==> config.mk <==
export PLATFORM = sky130hd
export DESIGN_NAME = slpclk_ctrl
export DESIGN_NICKNAME = d
export VERILOG_FILES = /design/src/verilog/slpclk_pkg.sv /design/src/verilog/slpclk_sync.sv /design/src/verilog/slpclk_ctrl.sv
export VERILOG_INCLUDE_DIRS = /design/src /design/src/verilog
export SDC_FILE = /design/constraint.sdc
export NUM_CORES = 1
export LEC_CHECK = 0
export BUFFER_PORTS_ARGS = -buffer_cell sky130_fd_sc_hd__buf_2
export CAP_MARGIN = 20
export CORE_MARGIN = 2
export CORE_UTILIZATION = 51
export CTS_BUF_LIST = sky130_fd_sc_hd__clkbuf_4
export CTS_CLUSTER_SIZE = 8
export DETAILED_ROUTE_END_ITERATION = 6
export PLACE_DENSITY = 0.87
export SETUP_SLACK_MARGIN = 0.1
export SLEW_MARGIN = 20
export SYNTH_ARGS = -nofsm -noshare
export SYNTH_HDL_FRONTEND = slang
export SYNTH_HIERARCHICAL = 1
export SYNTH_SLANG_ARGS = --single-unit
==> constraint.sdc <==
create_clock -name clk_sys -period 1.8 [get_ports clk_sys]
set_clock_uncertainty 0.05 [all_clocks]
set_input_delay 0.18 -clock clk_sys [delete_from_list [all_inputs] [get_ports clk_sys]]
set_output_delay 0.18 -clock clk_sys [all_outputs]
set_load 0.05 [all_outputs]
==> src/verilog/slpclk_defs.svh <==
// Offsets, field positions and reset values of the sleep and clock control block
`ifndef SLPCLK_DEFS_SVH
`define SLPCLK_DEFS_SVH

// ************************************************************
// Register offsets
// ************************************************************
`define SLPCLK_SLEEP_OFFS   8'hbe
`define SLPCLK_CLKCTL_OFFS  8'hc6
`define SLPCLK_PWRCTL_OFFS  8'h87
`define SLPCLK_IRQSTAT_OFFS 8'hc0
`define SLPCLK_IRQMASK_OFFS 8'hc1

// ************************************************************
// Sleep mode control fields
// ************************************************************
`define SLPCLK_CALDIS_BIT   7
`define SLPCLK_XSTB_BIT     6
`define SLPCLK_HSTB_BIT     5
`define SLPCLK_CAUSE_HI     4
`define SLPCLK_CAUSE_LO     3
`define SLPCLK_PD_BIT       2
`define SLPCLK_MODE_HI      1
`define SLPCLK_MODE_LO      0

// ************************************************************
// Other fields
// ************************************************************
`define SLPCLK_CLKSEL_BIT   0
`define SLPCLK_IDLE_BIT     0
`define SLPCLK_EV_XSTB      0
`define SLPCLK_EV_HSTB      1
`define SLPCLK_EV_WAKE      2
`define SLPCLK_SYNC_CRYSTAL_OSCILLATOR    0
`define SLPCLK_SYNC_HFRC    1

// ************************************************************
// Reset values
// ************************************************************
`define SLPCLK_CALDIS_RST   1'b0
`define SLPCLK_PD_RST       1'b1
`define SLPCLK_MODE_RST     2'h0
`define SLPCLK_CAUSE_RST    2'h0
`define SLPCLK_CLKSEL_RST   1'b1
`define SLPCLK_MASK_RST     3'h0

`endif

==> src/verilog/slpclk_pkg.sv <==
// Types shared by the sleep and clock control block
package slpclk_pkg;

	typedef enum logic [1:0] {
		SLPCLK_PM_ACTIVE = 2'b01,
		SLPCLK_PM_ASLEEP = 2'b10
	} slpclk_pm_state_t;

	typedef enum logic [1:0] {
		SLPCLK_MODE_ACTIVE = 2'h0,
		SLPCLK_MODE_ONE    = 2'h1,
		SLPCLK_MODE_TWO    = 2'h2,
		SLPCLK_MODE_THREE  = 2'h3
	} slpclk_mode_t;

	typedef enum logic [1:0] {
		SLPCLK_CAUSE_POR  = 2'h0,
		SLPCLK_CAUSE_EXT  = 2'h1,
		SLPCLK_CAUSE_WDOG = 2'h2
	} slpclk_cause_t;

endpackage

==> src/verilog/slpclk_sync.sv <==
// Two-stage synchroniser for the oscillator stability flags
`timescale 1ns/100ps
module slpclk_sync
	import slpclk_pkg::*;
(
	input  wire logic       clk_sys,
	input  wire logic       rst_b,
	input  wire logic       clk_en,
	input  wire logic [1:0] din,
	output logic      [1:0] dout
);

	logic [1:0] stage1_ff;
	logic [1:0] stage2_ff;

	// ************************************************************
	// Sync stages
	// ************************************************************
	// First stage feeds only the second one
	always_ff @(posedge clk_sys or negedge rst_b) begin
		if (!rst_b) begin
			stage1_ff <= 2'h0;
			stage2_ff <= 2'h0;
		end else if (clk_en) begin
			stage1_ff <= din;
			stage2_ff <= stage1_ff;
		end
	end

	assign dout = stage2_ff;

	// ************************************************************
	// Checks
	// ************************************************************
	AST_SYNC_TWO_STAGE: assert property (
		@(posedge clk_sys) disable iff (!rst_b)
		rst_b && clk_en ##1 clk_en |=> dout == $past(din, 2)
	) else $error("sync output is not the input two cycles back");

endmodule

==> src/verilog/slpclk_ctrl.sv <==
// Sleep mode, oscillator and system clock source control
//
// Decided for this implementation: the strobed register port.
`timescale 1ns/100ps
`include "slpclk_defs.svh"
module slpclk_ctrl
	import slpclk_pkg::*;
(
	input  wire logic       clk_sys,
	input  wire logic       rst_b,
	input  wire logic       clk_en,
	input  wire logic [7:0] reg_addr,
	input  wire logic [7:0] reg_wdata,
	input  wire logic       reg_wr,
	input  wire logic       reg_rd,
	output logic      [7:0] reg_rdata,
	input  wire logic       crystal_oscillator_stable_raw,
	input  wire logic       hfrc_stable_raw,
	input  wire logic [1:0] rst_cause_in,
	input  wire logic       lf_cal_busy,
	input  wire logic       wake_port_irq,
	input  wire logic       wake_sleep_timer,
	input  wire logic       cpu_irq_any,
	output logic            sysclk_source_select,
	output logic            crystal_oscillator_powerdown,
	output logic            hfrc_powerdown,
	output logic            lf_cal_enable,
	output logic [1:0]      power_mode_now,
	output logic            cpu_halted,
	output logic            irq
);

	slpclk_pm_state_t pm_state_ff;
	logic       lf_rc_cal_disable_ff;
	logic       hf_osc_powerdown_ff;
	logic       pd_pend_ff;
	logic       pd_pend_val_ff;
	logic [1:0] mode_ff;
	logic [1:0] entered_mode_ff;
	logic [1:0] rst_cause_ff;
	logic       cause_taken_ff;
	logic       clk_req_ff;
	logic       sysclk_sel_ff;
	logic       crystal_oscillator_pd_ff;
	logic       hfrc_pd_ff;
	logic       lf_cal_en_ff;
	logic [2:0] irq_stat_ff;
	logic [2:0] irq_mask_ff;
	logic       irq_ff;
	logic [7:0] rdata_ff;
	logic [1:0] stb_prev_ff;
	logic [1:0] stb_sync;
	logic       crystal_stable_flag;
	logic       hf_rc_stable_flag;
	logic       wr_sleep;
	logic       wr_idle;
	logic       wake;
	logic       hf_off;
	logic       deep_mode;
	logic [2:0] nxt_irq_stat;
	logic [7:0] nxt_rdata;

	// ************************************************************
	// Helpers
	// ************************************************************
	function automatic logic hit(input logic [7:0] addr, input logic [7:0] offs);
		hit = (addr == offs);
	endfunction

	slpclk_sync u_sync (
		.clk_sys (clk_sys),
		.rst_b   (rst_b),
		.clk_en  (clk_en),
		.din     ({hfrc_stable_raw, crystal_oscillator_stable_raw}),
		.dout    (stb_sync)
	);

	assign crystal_stable_flag = stb_sync[`SLPCLK_SYNC_CRYSTAL_OSCILLATOR];
	assign hf_rc_stable_flag   = stb_sync[`SLPCLK_SYNC_HFRC];
	assign wr_sleep  = reg_wr && hit(reg_addr, `SLPCLK_SLEEP_OFFS);
	assign wr_idle   = reg_wr && hit(reg_addr, `SLPCLK_PWRCTL_OFFS) && reg_wdata[`SLPCLK_IDLE_BIT];
	// Idle in mode 0 only halts the core, so any interrupt wakes it
	assign wake      = wake_port_irq || wake_sleep_timer
		|| (cpu_irq_any && entered_mode_ff == SLPCLK_MODE_ACTIVE);
	assign hf_off    = (pm_state_ff == SLPCLK_PM_ASLEEP) && (entered_mode_ff != SLPCLK_MODE_ACTIVE);
	assign deep_mode = (entered_mode_ff == SLPCLK_MODE_TWO) || (entered_mode_ff == SLPCLK_MODE_THREE);

	// ************************************************************
	// Power mode sequencing
	// ************************************************************
	always_ff @(posedge clk_sys or negedge rst_b) begin
		if (!rst_b) begin
			pm_state_ff     <= SLPCLK_PM_ACTIVE;
			entered_mode_ff <= `SLPCLK_MODE_RST;
		end else if (clk_en) begin
			case (pm_state_ff)
				SLPCLK_PM_ACTIVE: begin
					if (wr_idle) begin
						pm_state_ff     <= SLPCLK_PM_ASLEEP;
						entered_mode_ff <= mode_ff;
					end
				end
				SLPCLK_PM_ASLEEP: begin
					if (wake) begin
						pm_state_ff     <= SLPCLK_PM_ACTIVE;
						entered_mode_ff <= SLPCLK_MODE_ACTIVE;
					end
				end
				default: begin
					pm_state_ff <= SLPCLK_PM_ACTIVE;
				end
			endcase
		end
	end

	// Mode field, cleared by any wake
	always_ff @(posedge clk_sys or negedge rst_b) begin
		if (!rst_b) begin
			mode_ff <= `SLPCLK_MODE_RST;
		end else if (clk_en) begin
			if (pm_state_ff == SLPCLK_PM_ASLEEP && wake) begin
				mode_ff <= SLPCLK_MODE_ACTIVE;
			end else if (wr_sleep) begin
				mode_ff <= reg_wdata[`SLPCLK_MODE_HI:`SLPCLK_MODE_LO];
			end
		end
	end

	// ************************************************************
	// Calibration disable
	// ************************************************************
	// Not retained through the deep modes, so it leaves them at reset value
	always_ff @(posedge clk_sys or negedge rst_b) begin
		if (!rst_b) begin
			lf_rc_cal_disable_ff <= `SLPCLK_CALDIS_RST;
		end else if (clk_en) begin
			if (pm_state_ff == SLPCLK_PM_ASLEEP && wake && deep_mode) begin
				lf_rc_cal_disable_ff <= `SLPCLK_CALDIS_RST;
			end else if (wr_sleep) begin
				lf_rc_cal_disable_ff <= reg_wdata[`SLPCLK_CALDIS_BIT];
			end
		end
	end

	// Calibration runs in active mode on a stable crystal
	always_ff @(posedge clk_sys or negedge rst_b) begin
		if (!rst_b) begin
			lf_cal_en_ff <= 1'b0;
		end else if (clk_en) begin
			lf_cal_en_ff <= !(lf_rc_cal_disable_ff && sysclk_sel_ff)
				&& crystal_stable_flag && !hf_off;
		end
	end

	// ************************************************************
	// Oscillator power-down
	// ************************************************************
	// A write during calibration is parked and applied when it ends
	always_ff @(posedge clk_sys or negedge rst_b) begin
		if (!rst_b) begin
			hf_osc_powerdown_ff <= `SLPCLK_PD_RST;
			pd_pend_ff          <= 1'b0;
			pd_pend_val_ff      <= `SLPCLK_PD_RST;
		end else if (clk_en) begin
			if (wr_sleep && lf_cal_busy) begin
				pd_pend_ff     <= 1'b1;
				pd_pend_val_ff <= reg_wdata[`SLPCLK_PD_BIT];
			end else if (wr_sleep) begin
				hf_osc_powerdown_ff <= reg_wdata[`SLPCLK_PD_BIT];
				pd_pend_ff          <= 1'b0;
			end else if (pd_pend_ff && !lf_cal_busy) begin
				hf_osc_powerdown_ff <= pd_pend_val_ff;
				pd_pend_ff          <= 1'b0;
			end
		end
	end

	// Sleep modes 1..3 stop both HF oscillators
	always_ff @(posedge clk_sys or negedge rst_b) begin
		if (!rst_b) begin
			crystal_oscillator_pd_ff <= 1'b1;
			hfrc_pd_ff <= 1'b0;
		end else if (clk_en) begin
			crystal_oscillator_pd_ff <= hf_off || (hf_osc_powerdown_ff && sysclk_sel_ff);
			hfrc_pd_ff <= hf_off || (hf_osc_powerdown_ff && !sysclk_sel_ff);
		end
	end

	// ************************************************************
	// System clock source
	// ************************************************************
	// Switch waits for the target to be stable; a glitch-free mux outside follows
	always_ff @(posedge clk_sys or negedge rst_b) begin
		if (!rst_b) begin
			clk_req_ff    <= `SLPCLK_CLKSEL_RST;
			sysclk_sel_ff <= `SLPCLK_CLKSEL_RST;
		end else if (clk_en) begin
			if (reg_wr && hit(reg_addr, `SLPCLK_CLKCTL_OFFS)) begin
				clk_req_ff <= reg_wdata[`SLPCLK_CLKSEL_BIT];
			end
			if (clk_req_ff && hf_rc_stable_flag) begin
				sysclk_sel_ff <= 1'b1;
			end else if (!clk_req_ff && crystal_stable_flag) begin
				sysclk_sel_ff <= 1'b0;
			end
		end
	end

	// ************************************************************
	// Reset cause
	// ************************************************************
	// Caught after release since a port may not feed an async reset
	always_ff @(posedge clk_sys or negedge rst_b) begin
		if (!rst_b) begin
			rst_cause_ff   <= `SLPCLK_CAUSE_RST;
			cause_taken_ff <= 1'b0;
		end else if (clk_en && !cause_taken_ff) begin
			rst_cause_ff   <= rst_cause_in;
			cause_taken_ff <= 1'b1;
		end
	end

	// ************************************************************
	// Interrupts
	// ************************************************************
	always_comb begin
		nxt_irq_stat = irq_stat_ff;
		if (reg_rd && hit(reg_addr, `SLPCLK_IRQSTAT_OFFS)) begin
			nxt_irq_stat = 3'h0;
		end
		// Set wins over the read clear
		nxt_irq_stat[`SLPCLK_EV_XSTB] = nxt_irq_stat[`SLPCLK_EV_XSTB]
			|| (crystal_stable_flag && !stb_prev_ff[`SLPCLK_SYNC_CRYSTAL_OSCILLATOR]);
		nxt_irq_stat[`SLPCLK_EV_HSTB] = nxt_irq_stat[`SLPCLK_EV_HSTB]
			|| (hf_rc_stable_flag && !stb_prev_ff[`SLPCLK_SYNC_HFRC]);
		nxt_irq_stat[`SLPCLK_EV_WAKE] = nxt_irq_stat[`SLPCLK_EV_WAKE]
			|| (pm_state_ff == SLPCLK_PM_ASLEEP && wake);
	end

	always_ff @(posedge clk_sys or negedge rst_b) begin
		if (!rst_b) begin
			irq_stat_ff <= 3'h0;
			irq_mask_ff <= `SLPCLK_MASK_RST;
			stb_prev_ff <= 2'h0;
			irq_ff      <= 1'b0;
		end else if (clk_en) begin
			irq_stat_ff <= nxt_irq_stat;
			stb_prev_ff <= stb_sync;
			irq_ff      <= |(nxt_irq_stat & irq_mask_ff);
			if (reg_wr && hit(reg_addr, `SLPCLK_IRQMASK_OFFS)) begin
				irq_mask_ff <= reg_wdata[2:0];
			end
		end
	end

	// ************************************************************
	// Read port
	// ************************************************************
	always_comb begin
		nxt_rdata = 8'h00;
		if (hit(reg_addr, `SLPCLK_SLEEP_OFFS)) begin
			nxt_rdata[`SLPCLK_CALDIS_BIT]                   = lf_rc_cal_disable_ff;
			nxt_rdata[`SLPCLK_XSTB_BIT]                     = crystal_stable_flag;
			nxt_rdata[`SLPCLK_HSTB_BIT]                     = hf_rc_stable_flag;
			nxt_rdata[`SLPCLK_CAUSE_HI:`SLPCLK_CAUSE_LO]    = rst_cause_ff;
			nxt_rdata[`SLPCLK_PD_BIT]                       = hf_osc_powerdown_ff;
			nxt_rdata[`SLPCLK_MODE_HI:`SLPCLK_MODE_LO]      = mode_ff;
		end else if (hit(reg_addr, `SLPCLK_CLKCTL_OFFS)) begin
			nxt_rdata[`SLPCLK_CLKSEL_BIT] = sysclk_sel_ff;
		end else if (hit(reg_addr, `SLPCLK_IRQSTAT_OFFS)) begin
			nxt_rdata[2:0] = irq_stat_ff;
		end else if (hit(reg_addr, `SLPCLK_IRQMASK_OFFS)) begin
			nxt_rdata[2:0] = irq_mask_ff;
		end
	end

	// Data stands only in the cycle after the strobe
	always_ff @(posedge clk_sys or negedge rst_b) begin
		if (!rst_b) begin
			rdata_ff <= 8'h00;
		end else if (clk_en) begin
			rdata_ff <= reg_rd ? nxt_rdata : 8'h00;
		end
	end

	assign reg_rdata            = rdata_ff;
	assign sysclk_source_select = sysclk_sel_ff;
	assign crystal_oscillator_powerdown       = crystal_oscillator_pd_ff;
	assign hfrc_powerdown       = hfrc_pd_ff;
	assign lf_cal_enable        = lf_cal_en_ff;
	assign power_mode_now       = entered_mode_ff;
	assign cpu_halted           = pm_state_ff[1];
	assign irq                  = irq_ff;

	// ************************************************************
	// Checks
	// ************************************************************
	AST_CALDIS_WRITE: assert property (
		@(posedge clk_sys) disable iff (!rst_b)
		clk_en && wr_sleep && pm_state_ff == SLPCLK_PM_ACTIVE
		|=> lf_rc_cal_disable_ff == $past(reg_wdata[7])
	) else $error("calibration disable bit not written");

	AST_CALDIS_GATED: assert property (
		@(posedge clk_sys) disable iff (!rst_b)
		clk_en && !sysclk_sel_ff && crystal_stable_flag && !hf_off |=> lf_cal_en_ff
	) else $error("calibration stopped while crystal clocks the system");

	AST_CALDIS_DEEP_WAKE: assert property (
		@(posedge clk_sys) disable iff (!rst_b)
		clk_en && pm_state_ff == SLPCLK_PM_ASLEEP && wake && deep_mode
		|=> !lf_rc_cal_disable_ff && pm_state_ff == SLPCLK_PM_ACTIVE
	) else $error("calibration disable kept through deep sleep");

	AST_XSTB_READ: assert property (
		@(posedge clk_sys) disable iff (!rst_b)
		clk_en && reg_rd && reg_addr == `SLPCLK_SLEEP_OFFS
		|=> reg_rdata[6] == $past(stb_sync[0]) && reg_rdata[5] == $past(stb_sync[1])
	) else $error("stability flags wrong on read");

	AST_CAUSE_LAST: assert property (
		@(posedge clk_sys) disable iff (!rst_b)
		rst_b && clk_en && !cause_taken_ff |=> rst_cause_ff == $past(rst_cause_in) ##1 $stable(rst_cause_ff)
	) else $error("reset cause not captured once");

	AST_PD_UNSELECTED: assert property (
		@(posedge clk_sys) disable iff (!rst_b)
		clk_en && hf_osc_powerdown_ff && !hf_off |=> (crystal_oscillator_pd_ff != hfrc_pd_ff)
	) else $error("power-down did not stop exactly one oscillator");

	AST_PD_DEFER: assert property (
		@(posedge clk_sys) disable iff (!rst_b)
		clk_en && wr_sleep && lf_cal_busy
		|=> pd_pend_ff && hf_osc_powerdown_ff == $past(hf_osc_powerdown_ff)
	) else $error("power-down changed during calibration");

	AST_IDLE_ONLY: assert property (
		@(posedge clk_sys) disable iff (!rst_b)
		clk_en && pm_state_ff == SLPCLK_PM_ACTIVE && !wr_idle |=> pm_state_ff == SLPCLK_PM_ACTIVE
	) else $error("sleep entered without idle write");

	AST_WAKE_CLEAR: assert property (
		@(posedge clk_sys) disable iff (!rst_b)
		clk_en && pm_state_ff == SLPCLK_PM_ASLEEP && wake |=> mode_ff == 2'h0 && !cpu_halted
	) else $error("wake did not clear mode");

	AST_CLK_SWITCH: assert property (
		@(posedge clk_sys) disable iff (!rst_b)
		clk_en && !clk_req_ff && crystal_stable_flag |=> !sysclk_source_select
	) else $error("clock source did not follow request");

	COV_DEEP_SLEEP: cover property (@(posedge clk_sys) disable iff (!rst_b)
		clk_en && wr_idle && mode_ff == 2'h3 ##[1:50] wake);
	COV_PD_DEFER: cover property (@(posedge clk_sys) disable iff (!rst_b)
		pd_pend_ff ##[1:50] !pd_pend_ff);
	COV_CLK_CRYSTAL_OSCILLATOR: cover property (@(posedge clk_sys) disable iff (!rst_b)
		sysclk_sel_ff ##1 !sysclk_sel_ff);
	COV_IRQ: cover property (@(posedge clk_sys) disable iff (!rst_b) $rose(irq_ff));

endmodule

==> run metrics, run 1 <==
Power Total 1.59 mW; Mean Syn Cell Area ~11 µm²; DP Area 2140 µm²; Cell Area, Synth 1830 µm²; Synth Flop Type dfrtp_1; Synth cell types 44; row count 21; Tcrit/Tclk final 0.820; YS warnings 6; RSZ-0062 raised after global routing false; Via density 5.56; # port buffers 40; initial antenna violation count 0; Iteration-0 DRC Markers just under 70; met3 WL between 100 and 150 µm; crit path launch type flip-flop; cts repair resizes 0; Min Hold Slack 0.0324 ns; post-route cell area 2240 µm²; core area 3390 µm²; Sw Pwr approximately 450 µW; met2 wire len roughly 2.0 mm; ant diodes 0; crit path time final 1.48 ns; GRT Total Usage 0.217; synthesized net count 192; CP required 2.04 ns; Placement Setup Slack approximately 0.11 ns; Congestion Overflow GR 0; crit path kind flip-flop to flip-flop; Hold/Removal Path Class primary input to flip-flop; TritonCTS Buffers 5; post-DP HPWL 2.94 mm; Critical Path, Cell by Cell nor3b_1 > o311ai_0 > nand4_1 > o22a_1; wl on met1 1.70 mm; Internal Pwr Total 1.15 mW; non-filler cells in the finished layout between 200 and 300; clk slew on worst S/H paths 0.12 ns; H-tree depth 2; num ports 45; vias 1480; CP Data Arrival Time 1.72 ns; VDD IR max 0.426 mV; Total Wirelength 3.92 mm; Post-synth EDFFs 0; first-pass GRT wire length 6.78 mm; Lkg Pwr 1.04 nW; Max Cap Violations 0; Max Slew Vio Count 0; vias in the first global route about 1400; post-synth top area share 0.452; fin util 0.661; total die area 4080 µm²; Logic pwr share 0.130; Area Overhead vs Synth 22.7%; sw frac 0.282; Slew HR 0.679; largest net degree at the start of global routing 40; NumNets Final 248; Setup violations, final 0; Crit-path slowest cell dfrtp_2; drt wl/cell about 15 µm; cell total after placement 254; postcts setup bufs 0; f_max 678 MHz; worst-case clock buffer depth 2; DIE HEIGHT about 64 µm; root buffer cell clkbuf_4; worst skew pair latency 0.35 ns; clock sinks 39; pwr/cell area between 700 and 800 nW/µm²; Hold Vio Cnt, Final 0; #FFs+latches synth 39; uppermost routed layer met4; largest fanout on the critical path 5; synth top area cells dfrtp_1, dfstp_2, mux2_2, inv_1, nand2_1; TritonRoute pass-1 iters 5; gpl congestion approximately 0.81; Crit. End Element flip-flop; Filler Cell Count approximately 260; clock share of power 0.279; Synth area leader dfrtp_1; hold_buf cts 2; Synth Instances 163; asr flop ratio synth 1.00; register area share after synthesis 0.538; status complete, no violations; post-route setup TNS 0 ns; Die X between 60 and 70 µm; DRC 0; Initial Util 0.539; Worst-Margin Slew between 0.4 and 0.5 ns; CP max stage delay 0.45 ns; post-route ant nets 0; CTS tree built; Reg power frac 0.591; fin worst setup slack between 0.3 and 0.4 ns; share of cells above drive strength 1 0.405
## per-layer routing
metal	vias up	track usage
met1	735	0.283
met3	5	0.0405
met5	-	0
met4	0	0.0897
met2	31	0.354
li1	709	-
## power groups by stage
stage	clock [mW]	combinational [mW]	sequential, mW
2_1_floorplan	0	0.0809	0.986
3_3_place_gp	0	0.194	0.957
3_5_place_dp	0	0.200	0.959
4_1_cts	0.453	0.204	0.943
5_1_grt	0.496	0.228	0.948
6_report	0.445	0.207	0.943
## flip-flops by register name, indices dropped and copies added (netlist names), 2 cells and up
register,flops
irq_mask_ff,3
irq_stat_ff,3
mode_ff,2
pm_state_ff,2
power_mode_now,2
reg_rdata,8
rst_cause_ff,2
stb_prev_ff,2
u_sync/dout,2
u_sync/stage1_ff,2
## area by class of cell
type | count | area (µm²) | share of cell area
sequential | 39 | 986 | 0.440
multi-input combinational | 105 | 773 | 0.345
clock inverter | 3 | 20.0 | 0.00893
tap | 46 | 57.6 | 0.0257
clock buffer | 5 | 37.5 | 0.0167
inverter | 14 | 52.6 | 0.0234
timing repair buffer | 54 | 315 | 0.141
## worst paths after layout
kind	start	to	slack, ns	depth (start not counted)
setup / recovery	power_mode_now[1]	irq	0.32	4
hold / removal	rst_cause_in[0]	rst_cause_ff[0]	0.03	2
setup reg to reg	power_mode_now[1]	irq	0.32	4
hold reg to reg	stb_prev_ff[0]	irq_stat_ff[0]	0.40	1
max in group asynchronous	rst_b	power_mode_now[1]	0.99	3
min in group asynchronous	rst_b	pm_state_ff[1]	0.35	3
## worst max-delay path: cells and delay by family (launching register included)
family / cells / cell delay [ns]
AO/OA/AOI/OAI: 2 / 0.36
flip-flops: 1 / 0.45
AND/OR/NAND/NOR: 2 / 0.56
## logic make-up after synthesis
group | after synthesis | synth area share
muxes | 19 | 0.121
buffers and inverters | 19 | 0.0418
AOI/OAI and AO/OA | 36 | 0.134
and+or+nand+nor | 50 | 0.165
DFF | 39 | 0.538
## layout by cell type (no fill, tap or decap), drive strengths merged, types with 4 or more instances in the layout
| cell | synthesis | layout |
|---|---|---|
| dlygate4sd3 | 0 | 4 |
| nand2 | 13 | 13 |
| nand4 | 4 | 4 |
| o21ai | 4 | 4 |
| mux2 | 16 | 16 |
| a21oi | 9 | 9 |
| inv | 14 | 14 |
| clkbuf | 1 | 5 |
| nor2 | 10 | 10 |
| dfrtp | 33 | 33 |
| a21o | 4 | 4 |
| nor4 | 4 | 4 |
| buf | 4 | 50 |
| dfstp | 6 | 6 |
| o22ai | 6 | 6 |
## synth_stat cells (3+ instances only)
library cell  count
a21o_1            4
a21oi_1           9
dfrtp_1          33
dfstp_2           6
inv_1            14
mux2_2           13
mux2_4            3
mux2i_1           3
nand2_1          13
nand4_1           3
nand4b_1          3
nor2_1           10
nor4_1            3
o21ai_0           4
o22ai_1           6
(Power assumes the default switching activity.)
==> run 2, diff against run 1 <==
- CORE_UTILIZATION: 51 -> 49
- clock period: 1.8 -> 1.26 ns (I/O delays scaled with it)
==> run 2 against run 1 <==
Against the previous run:
- the flow now finishes with violations (negative setup slack)
- global-route usage rose by 7.2 points
- sequential power grew 43%
- sequential share of layout area decreased by 9.1 points
- core utilization grew 12 points
- register-to-register slack worse by 0.67 ns
- total power up 76%
- setup slack got worse by 0.67 ns
- first-iteration DRC count increased by 100%
- die area increased by 3.8%
- routed wire length is 45% higher
- cell count grew 15%
- largest power group unchanged
- worst hold slack better by 0.018 ns
==> run metrics, run 2 (synthesis gave the netlist of run 1 again) <==
ant diodes 0 (unchanged); Max Cap Violations 0 (unchanged); Worst-Margin Slew 0.390 ns (-0.0917 ns); sw frac 0.243 (-0.0386); GRT busiest layer met2; Area Overhead vs Synth 54.9%; worst-case clock buffer depth 2 (unchanged); core area 3630 µm² (+7.2%); Tcrit/Tclk final 1.27 (+0.452); CP Data Arrival Time 1.85 ns (+0.13 ns); root buffer cell clkbuf_4; r2r worst-path depth 5 (+1); drt wl/cell 18.5 µm (+26%); clock share of power 0.378 (+0.099); cell total after placement 277 (+9.1%); VDD IR max 0.744 mV (+75%); Slew HR 0.733 (+0.0537); Via density 5.68 (+2.0%); status complete, but fails checks; multi-input logic area 886 µm² (+15%); Logic pwr share 0.140 (+0.010); non-filler cells in the finished layout 307 (+15%); worst skew pair latency 0.35 ns (about the same); Congestion Overflow GR 0 (unchanged); initial antenna violation count 0 (unchanged); pwr/cell area 992 nW/µm² (+40%); clock sinks 39 (unchanged); post-DP HPWL 3.46 mm (+18%); hold path depth 3 (+1); largest net degree at the start of global routing 16 (-60%); gpl congestion 0.877 (+8.5%); CP required 1.51 ns (-0.53 ns); Filler Cell Count 226 (-14%); Hold/Removal Path Class primary input to flip-flop; first-pass GRT wire length 8.85 mm (+31%); total die area 4230 µm² (+3.8%); Initial Util 0.503 (-0.0362); most frequent cells in the layout buf_4, dfrtp_1, buf_2; H-tree depth 2 (unchanged); Max Slew Vio Count 0 (unchanged); num ports 45 (unchanged); crit path kind flip-flop to flip-flop; crit path time final 1.60 ns (+0.127 ns); TritonRoute pass-1 iters 4 (-1); routing usage on met1 0.309 (+0.0253); GR Util met2 0.500 (+0.146); share of cells above drive strength 1 0.552 (+0.148); Crit. End Element flip-flop; fin worst setup slack -0.343 ns (-0.667 ns); met3 GRT Util 0.0642 (+0.0237); vias 1743 (+18%); post-route ant nets 0 (unchanged); # port buffers 40 (unchanged); violations in the final reports negative setup slack; Sw Pwr 683 µW (+52%); Reg power frac 0.482 (-0.109); f_max 624 MHz (-7.9%); Hold Vio Cnt, Final 0 (unchanged); Die X 65.1 µm (+1.9%); Internal Pwr Total 2.13 mW (+86%); GRT Total Usage 0.288 (+0.0716); DIE HEIGHT 65.1 µm (+1.9%); flip-flop count of the largest register after layout 8 (unchanged); Power Total 2.81 mW (+76%); Iteration-0 DRC Markers 136 (+100%); CTS tree built; most common cell after layout, fill and taps aside buf_4; Total Wirelength 5.69 mm (+45%); Reg area 987 µm² (+0.13%); row count 22 (+4.8%); DRC 0 (unchanged); TritonCTS Buffers 5 (unchanged); crit path launch type flip-flop; Setup violations, final 17 (+17); clk slew on worst S/H paths 0.12 ns (about the same); largest fanout on the critical path 4 (-1); Lkg Pwr 1.31 nW (+26%); RSZ-0062 raised after global routing true; NumNets Final 287 (+16%); vias in the first global route 1854 (+31%)
## run 2: cell types whose count changed in the layout (fill, tap and decap cells not counted), sizes merged
| cell | delta |
|---|---|
| clkbuf | +2 |
| clkinvlp | -2 |
| clkinv | -1 |
| bufinv | +2 |
| buf | +33 |
| dlygate4sd3 | +5 |
## run 2: layout make-up
| type | count | area share |
|---|---|---|
| multi-input cells | 105 | 0.313 |
| flip-flops and latches | 39 | 0.349 |
| clock buffers | 6 | 0.0159 |
| well taps | 48 | 0.0212 |
| repair buffers | 93 | 0.261 |
| clock inverters | 2 | 0.0212 |
| inverters | 14 | 0.0186 |
## run 2: worst paths after layout
kind	start	end	slack (ns)
setup reg to reg	pm_state_ff[0]	power_mode_now[1]	-0.34
hold / removal	reg_rd	reg_rdata[2]	0.05
max in group asynchronous	rst_b	reg_rdata[1]	0.46
min in group asynchronous	rst_b	pm_state_ff[1]	0.17
hold reg to reg	stb_prev_ff[0]	irq_stat_ff[0]	0.41
setup / recovery	pm_state_ff[0]	power_mode_now[1]	-0.34
## run 2: worst max-delay path, stage by stage (launching register included)
cell and delay [ns]:
dfstp_2 0.56, nand4b_1 0.18, nor4_2 0.29, buf_4 0.21
and3_4 0.18, a21o_1 0.08
## run 2: routing by layer
layer / wire, µm / vias to the layer above
met3: 326 / 26
met2: 3060 / 76
met5: 0 / -
li1: - / 783
met1: 2040 / 858
met4: 263 / 0
## run 2: power by group through the flow
stage	combinational [mW]	sequential (mW)	clock, mW
floorplan	0.120	1.41	0
global placement	0.320	1.37	0
detailed placement	0.329	1.37	0
CTS	0.373	1.35	1.07
global route	0.420	1.36	1.13
finish	0.395	1.35	1.06
## run 2: per-stage QoR
stage                      util  setup TNS (ns)  cell area (µm²)  hold slack [ns]  setup slack (ns)
after floorplan               -           -2.47             1860           -0.220            -0.286
after global placement    0.644           -5.14             2340           0.0194            -0.342
after detailed placement  0.644           -6.08             2340           0.0181            -0.399
after CTS                 0.755           -1.30             2740           0.0384            -0.203
after global routing      0.779           -2.52             2830           0.0655            -0.334
final                     0.779           -2.04             2830           0.0505            -0.343
## run 2: timing repair
action                                  in CTS  in global routing
hold endpoints to repair                    33                  0
gates cloned                                 0                  0
endpoints found under the setup margin      35                 37
hold buffers                                 9                  0
resized for setup                           46                 15
buffers inserted                             7                  8
pin swaps                                    7                  5
==> run 3, diff against run 2 <==
- CORE_UTILIZATION: 49 -> 40
- PLACE_DENSITY: 0.87 -> 0.75
==> run 3 against run 2 <==
Against the previous run:
- the flow still finishes with violations (negative setup slack)
- core utilization shrank 14 points
- die area grew 21%
- critical path depth grew 1
- clock-buffer cell count shrank 1
- register-to-register slack gained 0.22 ns
- cell count shrank 0.33%
- critical endpoint unchanged
- critical path type unchanged
==> run metrics, run 3 (synthesis gave the netlist of run 1 again) <==
RSZ-0062 raised after global routing true; ant diodes 0 (unchanged); GRT Total Usage 0.205 (-0.0830); status complete, but fails checks; crit path kind flip-flop to flip-flop; TritonCTS Buffers 5 (unchanged); Reg power frac 0.530 (+0.048); CP bufs+invs 2 (+1); root buffer cell clkbuf_4; DP Area 2330 µm² (-0.43%); Tcrit/Tclk final 1.10 (-0.171); num ports 45 (unchanged); pwr/cell area 918 nW/µm² (-7.5%); FF-to-FF setup slack -0.13 ns (+0.22 ns); worst skew pair latency 0.35 ns (about the same); CTS tree built; Min Hold Slack 0.0304 ns (-0.0201 ns); Crit. End Element flip-flop; CP Data Arrival Time 1.58 ns (-0.27 ns); Filler Cell Count 346 (+53%); Area Overhead vs Synth 52.2%; share of cells above drive strength 1 0.535 (-0.0167); largest net degree at the start of global routing 28 (+12); Critical Path Stages 6 (+1); Iteration-0 DRC Markers 111 (-18%); drt wl/cell 16.2 µm (-13%); vias 1661 (-4.7%); Hold/Removal Path Class primary input to flip-flop; Power Total 2.55 mW (-9.1%); Worst R2R End power_mode_now[1]; Hold Startpoint reg_wdata[7]; post-route ant nets 0 (unchanged); violations in the final reports negative setup slack; Crit-path slowest cell dfstp_2; NumNets Final 282 (-1.7%); largest fanout on the critical path 4 (unchanged); Die X 71.6 µm (+10%); Lkg Pwr 1.28 nW (-1.9%); most frequent cells in the layout buf_4, dfrtp_1, buf_2; Initial Util 0.417 (-0.0861); Sw Pwr 666 µW (-2.5%); gpl congestion 0.859 (-2.0%); # port buffers 40 (unchanged); Internal Pwr Total 1.89 mW (-11%); cell total after placement 279 (+0.72%); core area 4380 µm² (+21%); row count 24 (+9.1%); post-DP HPWL 3.42 mm (-1.1%); Worst-Margin Slew 0.322 ns (-0.0681 ns); DIE HEIGHT 71.6 µm (+10%); post-route setup TNS -0.833 ns (+1.21 ns); crit path time final 1.39 ns (-0.215 ns); Logic pwr share 0.148 (+0.008); CP required 1.45 ns (-0.06 ns); clock sinks 39 (unchanged); fin worst setup slack -0.128 ns (+0.215 ns); Critical Path, Cell by Cell buf_4 > buf_6 > nor2b_4 > o311a_4 > nor2_1 > a21o_1; Congestion Overflow GR 0 (unchanged); total die area 5120 µm² (+21%); sw frac 0.261 (+0.0177); non-filler cells in the finished layout 306 (-0.33%); H-tree depth 2 (unchanged); first-pass GRT wire length 8.02 mm (-9.4%); worst-case clock buffer depth 2 (unchanged); clk slew on worst S/H paths 0.11 ns (about the same); reg2reg start pm_state_ff[0]; Slew HR 0.786 (+0.0528); clock share of power 0.323 (-0.055); Placement Setup Slack -0.419 ns (-0.0204 ns); TritonRoute pass-1 iters 4 (unchanged); Hold Vio Cnt, Final 0 (unchanged); flip-flop count of the largest register after layout 8 (unchanged); CP max stage delay 0.38 ns (-0.18 ns); CP delay by family, top compound AO/OA/AOI/OAI gates; initial antenna violation count 0 (unchanged); Via density 5.43 (-4.4%); Setup violations, final 10 (-7); Max Cap Violations 0 (unchanged); hold path depth 3 (unchanged); DRC 0 (unchanged); most common cell after layout, fill and taps aside buf_4; VDD IR max 0.669 mV (-10%); Max Slew Vio Count 0 (unchanged); crit path launch type flip-flop; Total Wirelength 4.94 mm (-13%); worst min-delay path endpoint lf_rc_cal_disable_ff; f_max 721 MHz (+16%); r2r worst-path depth 6 (+1); fin util 0.634 (-0.145); post-route cell area 2780 µm² (-1.8%); vias in the first global route 1697 (-8.5%)
[run 3: worst max-delay path by stage]
stage	from	endpoint	slack, ns
after detailed placement	reg_addr[4]	irq_stat_ff[2]	-0.42
final	pm_state_ff[0]	power_mode_now[1]	-0.13
after floorplan	reg_addr[4]	irq_mask_ff[0]	-0.29
after global routing	pm_state_ff[0]	power_mode_now[1]	-0.18
after CTS	sysclk_source_select	sysclk_source_select	-0.09
after global placement	reg_addr[4]	irq_stat_ff[2]	-0.35
[run 3: tightest hold or removal path, delay by kind of cell]
family	cells	cell delay [ns]
buffers and inverters	1	0.08
multiplexers	1	0.07
AO/OA/AOI/OAI	1	0.11
[run 3: power groups by stage]
stage | clock [mW] | sequential [mW] | combinational [mW]
2_1_floorplan | 0 | 1.41 | 0.120
3_3_place_gp | 0 | 1.37 | 0.313
3_5_place_dp | 0 | 1.37 | 0.321
4_1_cts | 0.837 | 1.35 | 0.363
5_1_grt | 0.880 | 1.36 | 0.407
6_report | 0.823 | 1.35 | 0.377
[run 3: cell type report]
class | instances | area, µm² | area share
sequential | 39 | 987 | 0.355
multi-input combinational | 105 | 896 | 0.322
timing repair buffer | 88 | 703 | 0.253
tap | 52 | 65.1 | 0.0234
inverter | 14 | 52.6 | 0.0189
clock inverter | 3 | 38.8 | 0.0140
clock buffer | 5 | 37.5 | 0.0135
[run 3: routing by layer]
layer / part of all wire / global-route usage
met5: 0 / 0
met1: 0.40 / 0.254
met4: 0.022 / 0.0797
met2: 0.52 / 0.351
met3: 0.056 / 0.0436
[run 3: what timing repair did]
action / 4_1_cts / 5_1_grt
endpoints found under the hold margin: 43 / 0
endpoints found under the setup margin: 34 / 37
resized for setup: 42 / 14
hold buffers: 8 / 0
pin swaps: 11 / 3
cloned: 0 / 0
setup buffers: 3 / 8
